==> src/led_map.svh <==
// constants for the status indicator driver: timing, register offsets, fields
// assumes a 20 MHz core clock and a 32-bit AHB-Lite register window
`ifndef LED_MAP_SVH
`define LED_MAP_SVH

// clock and time base
`define CLK_HZ 20000000
`define MS_PER_S 1000
`define FLASH_MS 200
`define LONG_OFF_MS 1000
// 200 ms steps per single and double flash cycle
`define SINGLE_STEPS (1 + `LONG_OFF_MS / `FLASH_MS)
`define DOUBLE_STEPS (3 + `LONG_OFF_MS / `FLASH_MS)
`define STEP_W 4
`define STEP_MS_W 8

// register byte offsets
`define ADDR_MODE 8'h00
`define ADDR_FBUS 8'h04
`define ADDR_INPUTS 8'h08
`define ADDR_OUTPUTS 8'h0C
`define ADDR_STATUS 8'h10

// writable bits, reserved bits read zero
`define MODE_MASK 32'h0000_0033
`define FBUS_MASK 32'h0000_0033
`define INPUTS_MASK 32'h0000_FFFF
`define OUTPUTS_MASK 32'h0000_FFFF
`define REG_RST 32'h0000_0000

// field positions
`define MODE_PHASE_MSB 1
`define MODE_PHASE_LSB 0
`define MODE_PC_BIT 4
`define MODE_EXT_BIT 5
`define FBUS_RUN_MSB 1
`define FBUS_RUN_LSB 0
`define FBUS_ERR_MSB 5
`define FBUS_ERR_LSB 4
`define IN_COND_LSB 0
`define IN_FAULT_LSB 8
`define OUT_CFG_LSB 8
`define OUT_AUX_LSB 12

`define N_INPUTS 8
`define N_OUTPUTS 4
`endif

==> src/led_pkg.sv <==
// types shared by the status indicator driver and its pattern generator
// assumes led_map.svh is on the include path
`include "led_map.svh"
package led_pkg;
   typedef enum logic [1:0] {PH_TEST, PH_FW_LOAD, PH_OPERATE} phase_e;
   typedef enum logic [1:0] {FB_INIT, FB_PREOP, FB_SAFEOP, FB_OP} fb_state_e;
   typedef enum logic [1:0] {ERR_NONE, ERR_CONFIG, ERR_LOCAL, ERR_WDOG} fb_err_e;
   typedef enum logic [1:0] {SO_OFF, SO_ON, SO_RESTART, SO_FBK_BAD} so_state_e;
   typedef enum logic [2:0] {
      SEL_MODE, SEL_FBUS, SEL_INPUTS, SEL_OUTPUTS, SEL_STATUS, SEL_NONE
   } reg_sel_e;

   typedef struct packed {
      logic blink;
      logic single;
      logic dbl;
   } pattern_s;

   typedef struct packed {
      logic run_indicator;
      logic input_fail_indicator;
      logic external_fault_indicator;
      logic com_indicator;
      logic enable_indicator;
      logic [`N_INPUTS-1:0] input_indicators;
      logic [`N_OUTPUTS-1:0] safety_output_red;
      logic [`N_OUTPUTS-1:0] safety_output_green;
      logic [`N_OUTPUTS-1:0] aux_signal_indicators;
      logic run_status_indicator;
      logic error_status_indicator;
   } led_out_s;
endpackage : led_pkg

==> src/led_pattern_gen.sv <==
// shared millisecond time base and the blink, single and double flash patterns
// assumes core_clk at CLK_HZ; the parent passes the cycles per millisecond
`timescale 1ns/1ns
`default_nettype none
`include "led_map.svh"
module led_pattern_gen #(
   parameter int unsigned MS_CYCLES = `CLK_HZ / `MS_PER_S
) (
   input wire logic core_clk,
   input wire logic rst_n,
   input wire logic clk_en,
   output led_pkg::pattern_s pattern
);
   import led_pkg::*;
   localparam int MS_W = $clog2(MS_CYCLES);

   logic [MS_W-1:0] ms_cnt_r, ms_cnt_nxt;
   logic [`STEP_MS_W-1:0] step_ms_r, step_ms_nxt;
   logic [`STEP_W-1:0] s6_r, s6_nxt, s8_r, s8_nxt;
   logic blink_r, blink_nxt;
   pattern_s pat_r, pat_nxt;
   logic ms_tick, step_tick;

   ////////////////////////////////////////////////////////////////////////////
   // one step counter feeds every pattern so equal patterns stay in phase
   always_comb begin
      ms_tick = (ms_cnt_r == MS_W'(MS_CYCLES - 1));
      step_tick = ms_tick && (step_ms_r == `STEP_MS_W'(`FLASH_MS - 1)); // see [RL18]
      ms_cnt_nxt = ms_tick ? '0 : ms_cnt_r + 1'b1;
      step_ms_nxt = step_ms_r;
      s6_nxt = s6_r;
      s8_nxt = s8_r;
      blink_nxt = blink_r;
      if (ms_tick) begin
         step_ms_nxt = step_tick ? '0 : step_ms_r + 1'b1;
      end
      if (step_tick) begin
         blink_nxt = ~blink_r; // see [RL1]
         s6_nxt = (s6_r == `STEP_W'(`SINGLE_STEPS - 1)) ? '0 : s6_r + 1'b1;
         s8_nxt = (s8_r == `STEP_W'(`DOUBLE_STEPS - 1)) ? '0 : s8_r + 1'b1;
      end
      pat_nxt.blink = blink_nxt;
      pat_nxt.single = (s6_nxt == '0); // see [RL2]
      pat_nxt.dbl = (s8_nxt == '0) || (s8_nxt == `STEP_W'(2)); // see [RL3]
   end

   always_ff @(posedge core_clk) begin
      if (!rst_n) begin
         ms_cnt_r <= '0;
         step_ms_r <= '0;
         s6_r <= '0;
         s8_r <= '0;
         blink_r <= 1'b1;
         pat_r <= '{blink: 1'b1, single: 1'b1, dbl: 1'b1};
      end else if (clk_en) begin
         ms_cnt_r <= ms_cnt_nxt;
         step_ms_r <= step_ms_nxt;
         s6_r <= s6_nxt;
         s8_r <= s8_nxt;
         blink_r <= blink_nxt;
         pat_r <= pat_nxt;
      end
   end

   assign pattern = pat_r;
endmodule : led_pattern_gen
`default_nettype wire

==> src/safety_status_led_driver.sv <==
// front-panel status indicator driver with an AHB-Lite register window
// assumes a single AHB-Lite master, word transfers, and discrete LEDs outside
//
// Operation
// [RL1] blinking: 200 ms on, 200 ms off, repeating, 2.5 Hz
// [RL2] single flash: 200 ms on, then 1000 ms off, repeating
// [RL3] double flash: two 200 ms pulses, 200 ms gap, 1000 ms off
// [RL4] run-status indicator off in fieldbus INIT state
// [RL5] run-status indicator blinks green in PRE-OPERATIONAL
// [RL6] run-status indicator single-flashes green in SAFE-OPERATIONAL
// [RL7] run-status indicator steady green in OPERATIONAL
// [RL8] error-status indicator off with no pending fieldbus error
// [RL9] error-status indicator blinks red on configuration error
// [RL10] error-status indicator single-flashes red after local state change
// [RL11] error-status indicator double-flashes red after application watchdog timeout
// [RL12] power-on test lights every indicator, safety outputs red
// [RL13] firmware loading: com and enable alternate quickly, others off, outputs red
// [RL14] com indicator on while configuration PC connected, else off
// [RL15] external fault lights its indicator; only the faulty input flashes
// [RL16] safety output: red off, green on, yellow restart, blinking yellow bad feedback
// [RL17] aux indicator mirrors output if status, input if feedback or restart
// [RL18] all patterns come from one shared millisecond time base
`timescale 1ns/1ns
`default_nettype none
`include "led_map.svh"
module safety_status_led_driver #(
   parameter int unsigned MS_CYCLES = `CLK_HZ / `MS_PER_S
) (
   input wire logic core_clk,
   input wire logic rst_n,
   input wire logic clk_en,
   input wire logic hsel,
   input wire logic [31:0] haddr,
   input wire logic [1:0] htrans,
   input wire logic hwrite,
   input wire logic [2:0] hsize,
   input wire logic [31:0] hwdata,
   input wire logic hready,
   output logic [31:0] hrdata,
   output logic hreadyout,
   output logic hresp,
   output led_pkg::led_out_s leds
);
   import led_pkg::*;

   ////////////////////////////////////////////////////////////////////////////
   // decode shared by the write and read paths
   function automatic reg_sel_e reg_decode(input logic [31:0] a);
      reg_sel_e s;
      s = SEL_NONE;
      if (a[31:8] == 24'h00_0000) begin
         case (a[7:0])
            `ADDR_MODE: s = SEL_MODE;
            `ADDR_FBUS: s = SEL_FBUS;
            `ADDR_INPUTS: s = SEL_INPUTS;
            `ADDR_OUTPUTS: s = SEL_OUTPUTS;
            `ADDR_STATUS: s = SEL_STATUS;
            default: s = SEL_NONE;
         endcase
      end
      return s;
   endfunction : reg_decode

   // fieldbus indicator pattern; code 3 is steady for run, double flash for error
   function automatic logic fb_pattern(input logic [1:0] code, input pattern_s p,
                                       input logic is_err);
      logic v;
      v = 1'b0;
      case (code)
         2'h0: v = 1'b0;
         2'h1: v = p.blink;
         2'h2: v = p.single;
         2'h3: v = is_err ? p.dbl : 1'b1;
         default: v = 1'b0;
      endcase
      return v;
   endfunction : fb_pattern

   ////////////////////////////////////////////////////////////////////////////
   // bus slave: writes take no wait state, reads take one
   logic [31:0] addr_r, addr_nxt;
   logic wr_pend_r, wr_pend_nxt;
   logic rd_wait_r, rd_wait_nxt;
   logic [31:0] hrdata_r, hrdata_nxt;
   logic [31:0] mode_r, mode_nxt;
   logic [31:0] fbus_r, fbus_nxt;
   logic [31:0] inputs_r, inputs_nxt;
   logic [31:0] outputs_r, outputs_nxt;
   led_out_s led_r, led_nxt;
   logic accept;
   reg_sel_e wsel;

   always_comb begin
      accept = hsel && htrans[1] && hready && clk_en;
      wsel = reg_decode(addr_r);
      addr_nxt = accept ? haddr : addr_r;
      wr_pend_nxt = accept && hwrite;
      rd_wait_nxt = accept && !hwrite;
      hrdata_nxt = hrdata_r;
      mode_nxt = mode_r;
      fbus_nxt = fbus_r;
      inputs_nxt = inputs_r;
      outputs_nxt = outputs_r;
      if (wr_pend_r) begin
         case (wsel)
            SEL_MODE: mode_nxt = hwdata & `MODE_MASK;
            SEL_FBUS: fbus_nxt = hwdata & `FBUS_MASK;
            SEL_INPUTS: inputs_nxt = hwdata & `INPUTS_MASK;
            SEL_OUTPUTS: outputs_nxt = hwdata & `OUTPUTS_MASK;
            default: ;
         endcase
      end
      // the wait cycle lets a write just before the read land first
      if (rd_wait_r) begin
         case (wsel)
            SEL_MODE: hrdata_nxt = mode_r;
            SEL_FBUS: hrdata_nxt = fbus_r;
            SEL_INPUTS: hrdata_nxt = inputs_r;
            SEL_OUTPUTS: hrdata_nxt = outputs_r;
            SEL_STATUS: hrdata_nxt = 32'(led_r);
            default: hrdata_nxt = 32'h0000_0000;
         endcase
      end
   end

   always_ff @(posedge core_clk) begin
      if (!rst_n) begin
         addr_r <= 32'h0000_0000;
         wr_pend_r <= 1'b0;
         rd_wait_r <= 1'b0;
         hrdata_r <= 32'h0000_0000;
         mode_r <= `REG_RST;
         fbus_r <= `REG_RST;
         inputs_r <= `REG_RST;
         outputs_r <= `REG_RST;
      end else if (clk_en) begin
         addr_r <= addr_nxt;
         wr_pend_r <= wr_pend_nxt;
         rd_wait_r <= rd_wait_nxt;
         hrdata_r <= hrdata_nxt;
         mode_r <= mode_nxt;
         fbus_r <= fbus_nxt;
         inputs_r <= inputs_nxt;
         outputs_r <= outputs_nxt;
      end
   end

   // stalling while frozen keeps a data phase from slipping past a held clock enable
   assign hreadyout = !rd_wait_r && clk_en;
   assign hresp = 1'b0;
   assign hrdata = hrdata_r;

   ////////////////////////////////////////////////////////////////////////////
   // shared pattern source
   pattern_s pat;

   led_pattern_gen #(
      .MS_CYCLES(MS_CYCLES)
   ) u_pattern (
      .core_clk(core_clk),
      .rst_n(rst_n),
      .clk_en(clk_en),
      .pattern(pat) // see [RL18]
   );

   ////////////////////////////////////////////////////////////////////////////
   // per safety output colour and aux indicator
   logic [`N_OUTPUTS-1:0] so_red, so_green, aux_led;

   generate
      for (genvar i = 0; i < `N_OUTPUTS; i++) begin : g_out
         so_state_e st;
         assign st = so_state_e'(outputs_r[2*i +: 2]);
         // yellow is red and green lit together
         assign so_red[i] = (st == SO_OFF) || (st == SO_RESTART) ||
                            ((st == SO_FBK_BAD) && pat.blink); // see [RL16]
         assign so_green[i] = (st == SO_ON) || (st == SO_RESTART) ||
                              ((st == SO_FBK_BAD) && pat.blink); // see [RL16]
         assign aux_led[i] = outputs_r[`OUT_CFG_LSB + i] ? outputs_r[`OUT_AUX_LSB + i] :
                             (st == SO_ON); // see [RL17]
      end
   endgenerate

   ////////////////////////////////////////////////////////////////////////////
   // indicator composition by controller phase
   phase_e phase;
   logic ext_fault;
   logic [`N_INPUTS-1:0] in_cond, in_fault;

   always_comb begin
      phase = phase_e'(mode_r[`MODE_PHASE_MSB:`MODE_PHASE_LSB]);
      ext_fault = mode_r[`MODE_EXT_BIT];
      in_cond = inputs_r[`IN_COND_LSB +: `N_INPUTS];
      in_fault = inputs_r[`IN_FAULT_LSB +: `N_INPUTS];
      led_nxt = '0;
      case (phase)
         PH_TEST: begin
            led_nxt = '1; // see [RL12]
            led_nxt.safety_output_green = '0; // see [RL12]
         end
         PH_FW_LOAD: begin
            led_nxt.com_indicator = pat.blink; // see [RL13]
            led_nxt.enable_indicator = !pat.blink; // see [RL13]
            led_nxt.safety_output_red = '1; // see [RL13]
         end
         default: begin
            led_nxt.run_indicator = 1'b1;
            led_nxt.input_fail_indicator = 1'b0;
            led_nxt.external_fault_indicator = ext_fault; // see [RL15]
            led_nxt.com_indicator = mode_r[`MODE_PC_BIT]; // see [RL14]
            led_nxt.enable_indicator = 1'b1;
            // during a fault only the offending inputs show, and they flash
            led_nxt.input_indicators = ext_fault ? (in_fault & {`N_INPUTS{pat.blink}}) :
                                       in_cond; // see [RL15]
            led_nxt.safety_output_red = so_red;
            led_nxt.safety_output_green = so_green;
            led_nxt.aux_signal_indicators = aux_led;
            // codes map INIT/PREOP/SAFEOP/OP to off/blink/single/steady
            led_nxt.run_status_indicator = fb_pattern(fbus_r[`FBUS_RUN_MSB:`FBUS_RUN_LSB],
                                                      pat, 1'b0); // see [RL4] [RL5] [RL6] [RL7]
            // codes map none/config/local/watchdog to off/blink/single/double
            led_nxt.error_status_indicator = fb_pattern(fbus_r[`FBUS_ERR_MSB:`FBUS_ERR_LSB],
                                                        pat, 1'b1); // see [RL8] [RL9] [RL10] [RL11]
         end
      endcase
   end

   always_ff @(posedge core_clk) begin
      if (!rst_n) begin
         led_r <= '0;
      end else if (clk_en) begin
         led_r <= led_nxt;
      end
   end

   assign leds = led_r;
endmodule : safety_status_led_driver
`default_nettype wire

==> config.mk <==
export PLATFORM = sky130hd
export DESIGN_NAME = safety_status_led_driver
export DESIGN_NICKNAME = d
export VERILOG_FILES = /design/src/led_pkg.sv /design/src/led_pattern_gen.sv /design/src/safety_status_led_driver.sv
export VERILOG_INCLUDE_DIRS = /design/src /design/src/src
export SDC_FILE = /design/constraint.sdc
export NUM_CORES = 1
export LEC_CHECK = 0
export BUFFER_PORTS_ARGS = -buffer_cell sky130_fd_sc_hd__buf_2
export CAP_MARGIN = 20
export CORE_MARGIN = 3
export CORE_UTILIZATION = 35
export CTS_CLUSTER_DIAMETER = 40
export DETAILED_ROUTE_END_ITERATION = 6
export GPL_TIMING_DRIVEN = 0
export PLACE_DENSITY = 0.59
export SLEW_MARGIN = 20
export SYNTH_ARGS = -nofsm -noshare
export SYNTH_HDL_FRONTEND = slang
export SYNTH_SLANG_ARGS = --single-unit
==> constraint.sdc <==
create_clock -name core_clk -period 4.63 [get_ports core_clk]
set_input_delay 0.926 -clock core_clk [delete_from_list [all_inputs] [get_ports core_clk]]
set_output_delay 0.926 -clock core_clk [all_outputs]
set_load 0.01 [all_outputs]
# Word level (Yosys, flattened, before mapping)
# Index checks and enable logic that the tools add are counted.
dict set report classes {
  add_sub_neg 4
  n_eq_ne 32
  n_mux 21
  bitwise 2
  n_reduce_logical 52
}
# operator n
set op_table {}
lappend op_table {{27-bit case mux with 5 select lines} 1}
lappend op_table {{2-bit == test (second input constant)} 12}
lappend op_table {{24-bit logical NOT} 1}
lappend op_table {{4-bit 2-to-1 mux} 5}
lappend op_table {{10-bit case mux with 2 select lines} 1}
lappend op_table {{1-bit logical OR} 17}
lappend op_table {{8-bit by 4-bit == test with 1-bit output (second input constant)} 2}
lappend op_table {{8-bit 2-to-1 mux} 2}
lappend op_table {{8-bit case mux with 2 select lines} 1}
lappend op_table {{15-bit by 1-bit adder with 15-bit output (second input constant)} 1}
lappend op_table {{15-bit == test (second input constant)} 1}
lappend op_table {{15-bit 2-to-1 mux} 1}
lappend op_table {{3-bit case mux with 5 select lines} 1}
lappend op_table {{2-bit by 1-bit == test with 1-bit output (second input constant)} 7}
lappend op_table {{2-bit logical NOT} 7}
lappend op_table {{3-bit AND reduction} 4}
lappend op_table {{1-bit logical AND} 11}
lappend op_table {{4-bit by 1-bit adder with 4-bit output (second input constant)} 2}
lappend op_table {{8-bit by 1-bit adder with 8-bit output (second input constant)} 1}
lappend op_table {{8-bit AND} 1}
lappend op_table {{4-bit by 3-bit == test with 1-bit output (second input constant)} 2}
lappend op_table {{8-bit by 3-bit == test with 1-bit output (second input constant)} 1}
lappend op_table {{8-bit by 5-bit == test with 1-bit output (second input constant)} 1}
lappend op_table {{8-bit == test (second input constant)} 1}
lappend op_table {{other kinds (16)} 27}
dict set report totals {
  reg_bits 167
  inputBits 75
  out_inout_bits 61
  wordCells 137
}

# Longest topological paths before layout
dict set report depth {
  depth_word 5
  mapped_depth 8
  depth_no_buf 6
}

# Cells and area by module
# Synthesis repeated with hierarchy kept, for this count alone.
dict set report hier_totals {
  hier_cells 831
  area_unflattened_um2 7464.7
}
# module instances cells_each area_per_inst_um2 seq_area_each_um2
set by_module_without_submodules {}
lappend by_module_without_submodules {safety_status_led_driver 1 636 5786.8 2562.5}
lappend by_module_without_submodules {led_pattern_gen 1 195 1677.9 680.7}

# Worst setup path after synthesis
# No wires, ideal clock.
dict set report synth_path {
  path_kind {input port to output port}
  from {input clk_en}
  to {output hreadyout}
  arrival_time_ps 1826
  required_time_ps 3704
  setup_slack_ps 1878
  cell_stages 4
  path_buffers 2
  cell_sequence {clkbuf_1 > clkinv_1 > clkbuf_1 > nor2_1}
}
dict set report synth_between {
  elab_chain_len 1
}
# element line_no
set synth_rtl {}
lappend synth_rtl {{start: declaration} safety_status_led_driver.sv:31} ;# input wire logic clk_en,
lappend synth_rtl {{1-bit logical AND} safety_status_led_driver.sv:149} ;# assign hreadyout = !rd_wait_r && clk_en;
lappend synth_rtl {{end: declaration} safety_status_led_driver.sv:40} ;# output logic hreadyout,
# No other way between the ends.

# Worst setup path after layout
# Same ends and word-level chain as after synthesis.

==> flow_metrics.env <==
export IMPL_syn_to_final_growth_pct=19.7
export IMPL_fin_area_um2=8890
export IMPL_portBuffers=109
export IMPL_rsz0062_at_grt="false"
export IMPL_total_leakage_power_nw=3.43
export IMPL_p_sw_share_pct=25.1
export IMPL_cellPowerDensity_nw_per_um2=329
export IMPL_rows=52
export IMPL_synth_edff_count=0
export IMPL_crit_slowest_cell="clkbuf_1"
export IMPL_seq_power_share_pct=49.0
export IMPL_core_area_um2=20600
export IMPL_crit_fanout=10
export IMPL_yosysWarnings=0
export IMPL_timing_critical_path_buf_inv=5
export IMPL_synthArstFlopShare_pct=0
export IMPL_start_kind="input port"
export IMPL_finalSetupViolCount=0
export IMPL_finalCritPeriodShare_pct=88.5
export IMPL_numCtsBuffers=17
export IMPL_fin_ws_ns=0.533
export IMPL_drv_cap=0
export IMPL_hold_buffers=0
export IMPL_finalPower_mw=2.93
export IMPL_boundaryPins=136
export IMPL_place_congestion=0.866
export IMPL_worst_ir_drop_vdd_mv=0.215
export IMPL_clk_latency_ns=0.43
export IMPL_finalHoldViolations=0
export IMPL_max_slew_margin_pct=37.7
export IMPL_p_switching_mw=0.734
export IMPL_grt_usage_pct=18.1
export IMPL_place_ws_ns=0.592
export IMPL_endpoint_kind="primary output"
export IMPL_post_route_min_period_ns=4.10
export IMPL_drive_above_1_share_pct=17.4
export IMPL_synth_area_um2=7430
export IMPL_cts_tree="yes"
export IMPL_internal_power_mw=2.19
export IMPL_vias=6069
export IMPL_die_y_um=152
export IMPL_ys_seq_area_share_pct=43.7
export IMPL_die_area_um2=23000
export IMPL_max_freq_mhz=244
export IMPL_worstHoldPathType="flip-flop to flip-flop"
export IMPL_place_area_um2=8340
export IMPL_hpwl_mm=15.3
export IMPL_grt_overflow_total=0
export IMPL_tns_ns=0
export IMPL_path_cells="buf_2 -> clkbuf_1 -> clkinv_1 -> clkbuf_1 -> nor2_1 -> buf_2"
export IMPL_synth_ff_type="dfxtp_1"
export IMPL_cts_resized=0
export IMPL_grt_first_pass_wirelength_mm=31.9
export IMPL_critical_path_class="input port to primary output"
export IMPL_clkSinkCount=162
export IMPL_outcome="finished clean"
export IMPL_critical_path_required_ns=3.70
export IMPL_dr_first_iter_drc_count=255
export IMPL_cp_top_family="buffers and inverters"
export IMPL_wl_per_cell_um=16.6
export IMPL_worst_pin_slew_ns=0.921
export IMPL_clkPwrFrac_pct=44.9
export IMPL_post_cts_setup_buffer_count=0
export IMPL_grt_antenna_before_repair=2
export IMPL_fin_skew_ns=0.00858
export IMPL_crit_arrival_ns=3.17
export IMPL_clock_path_buffers=2
export IMPL_grt_pass1_vias=5908
export IMPL_grt_max_degree=17
export IMPL_routed_wl_mm=20.5
export IMPL_die_x_um=152
export IMPL_synth_cell_type_count=53
export IMPL_syn_area_per_cell_um2=9.04
export IMPL_ys_ff_latch=162
export IMPL_nets=1049
export IMPL_viasPerCell=4.90
export IMPL_synth_cells=822
export IMPL_h_tree_depth=4
export IMPL_clkTransAtPathRegs_ns=0.07
export IMPL_maxSlewViolCount=0
export IMPL_drc=0
export IMPL_root_buffer="clkbuf_16"
export IMPL_p_comb_share_pct=6.1
export IMPL_start_util_pct=36.1
export IMPL_antenna_cells=0
export IMPL_ant_nets=0
export IMPL_cpPeakStageDelay_ns=0.59
export IMPL_first_pass_iters=4
## layout by cell type, fill, tap and decap left out, types with 19 or more instances in the layout
master,count
nor2b_1,58
ha_1,19
inv_1,27
nand2_1,114
o21ai_0,33
mux2i_1,60
clkbuf_1,40
nand3_1,20
nor2_1,37
buf_2,115
dfxtp_1,162
a21boi_0,41
## final timing paths
path / from / end / slack, ns / cells past startpoint
max: clk_en / hreadyout / 0.53 / 6
min: addr_r[0] / addr_r[0] / 0.46 / 2
max reg2reg: addr_r[19] / inputs_r[9] / 1.78 / 6
min reg2reg: addr_r[0] / addr_r[0] / 0.46 / 2
## stage by stage
step / instances / hold slack [ns] / util [%]
2_1_floorplan: 827 / 0.443 / -
3_3_place_gp: 1206 / 0.452 / 40.5
3_5_place_dp: 1206 / 0.457 / 40.5
4_1_cts: 1238 / 0.467 / 43.2
5_1_grt: 1238 / 0.485 / 43.3
6_report: 1238 / 0.462 / 43.3
## flip-flops by register name, summed over array words and instances, names as in the netlist, 2 cells and up
signal / cells
outputs_r: 16
u_pattern.step_ms_r: 8
u_pattern.s6_r: 4
fbus_r: 4
u_pattern.s8_r: 4
leds: 27
addr_r: 32
u_pattern.pattern: 2
inputs_r: 16
mode_r: 4
u_pattern.ms_cnt_r: 15
hrdata: 27
## synth_stat cells, types with 16 or more instances
cell type	instances	area, µm²
ha_1	19	238
nor2_1	37	139
inv_1	27	101
dfxtp_1	162	3240
nand3_1	20	100
o21ai_0	33	165
a21boi_0	41	308
clkbuf_1	40	150
nor2b_1	58	363
mux2i_1	60	601
and2_1	16	100
a22o_1	16	140
nand2_1	114	428
## worst reg2reg max path, delay by kind of cell, from the launching register on
family / cells / cell delay, ns
buffers and inverters: 1 / 0.45
DFF: 1 / 0.32
muxes: 1 / 0.25
and+or+nand+nor: 4 / 1.71
## per-layer routing
metal  wire, µm  vias up  GRT usage (%)
li1           -     3106              -
met1       9440     2801           23.4
met2       9680      138           30.3
met3       1060       20           3.90
met4        335        4           5.80
met5         25        -              0
## power by group through the flow
stage          Sequential, mW  Clock (mW)  Combinational, mW
3_5_place_dp             1.47           0              0.177
5_1_grt                  1.44        1.40              0.196
3_3_place_gp             1.47           0              0.175
2_1_floorplan            1.47           0             0.0900
6_report                 1.43        1.31              0.178
4_1_cts                  1.43        1.34              0.178
## final cells by class
class / count / area, µm²
fillers: 2114 / 11700
multi-input cells: 579 / 3870
flip-flops and latches: 162 / 3240
repair buffers: 109 / 546
clock buffers: 18 / 439
well taps: 270 / 338
plain buffers: 58 / 248
clock inverters: 14 / 106
inverters: 28 / 105
## logic make-up after synthesis
logic type	count (synthesis)	synth area share (%)
mux	65	9.45
flops	162	43.7
simple gates	308	21.2
xor+xnor	23	2.71
other cells	1	0.0505
buf+inv	86	4.75
compound gates	158	14.9
fa+ha+maj	19	3.20
(Power assumes the default switching activity.)
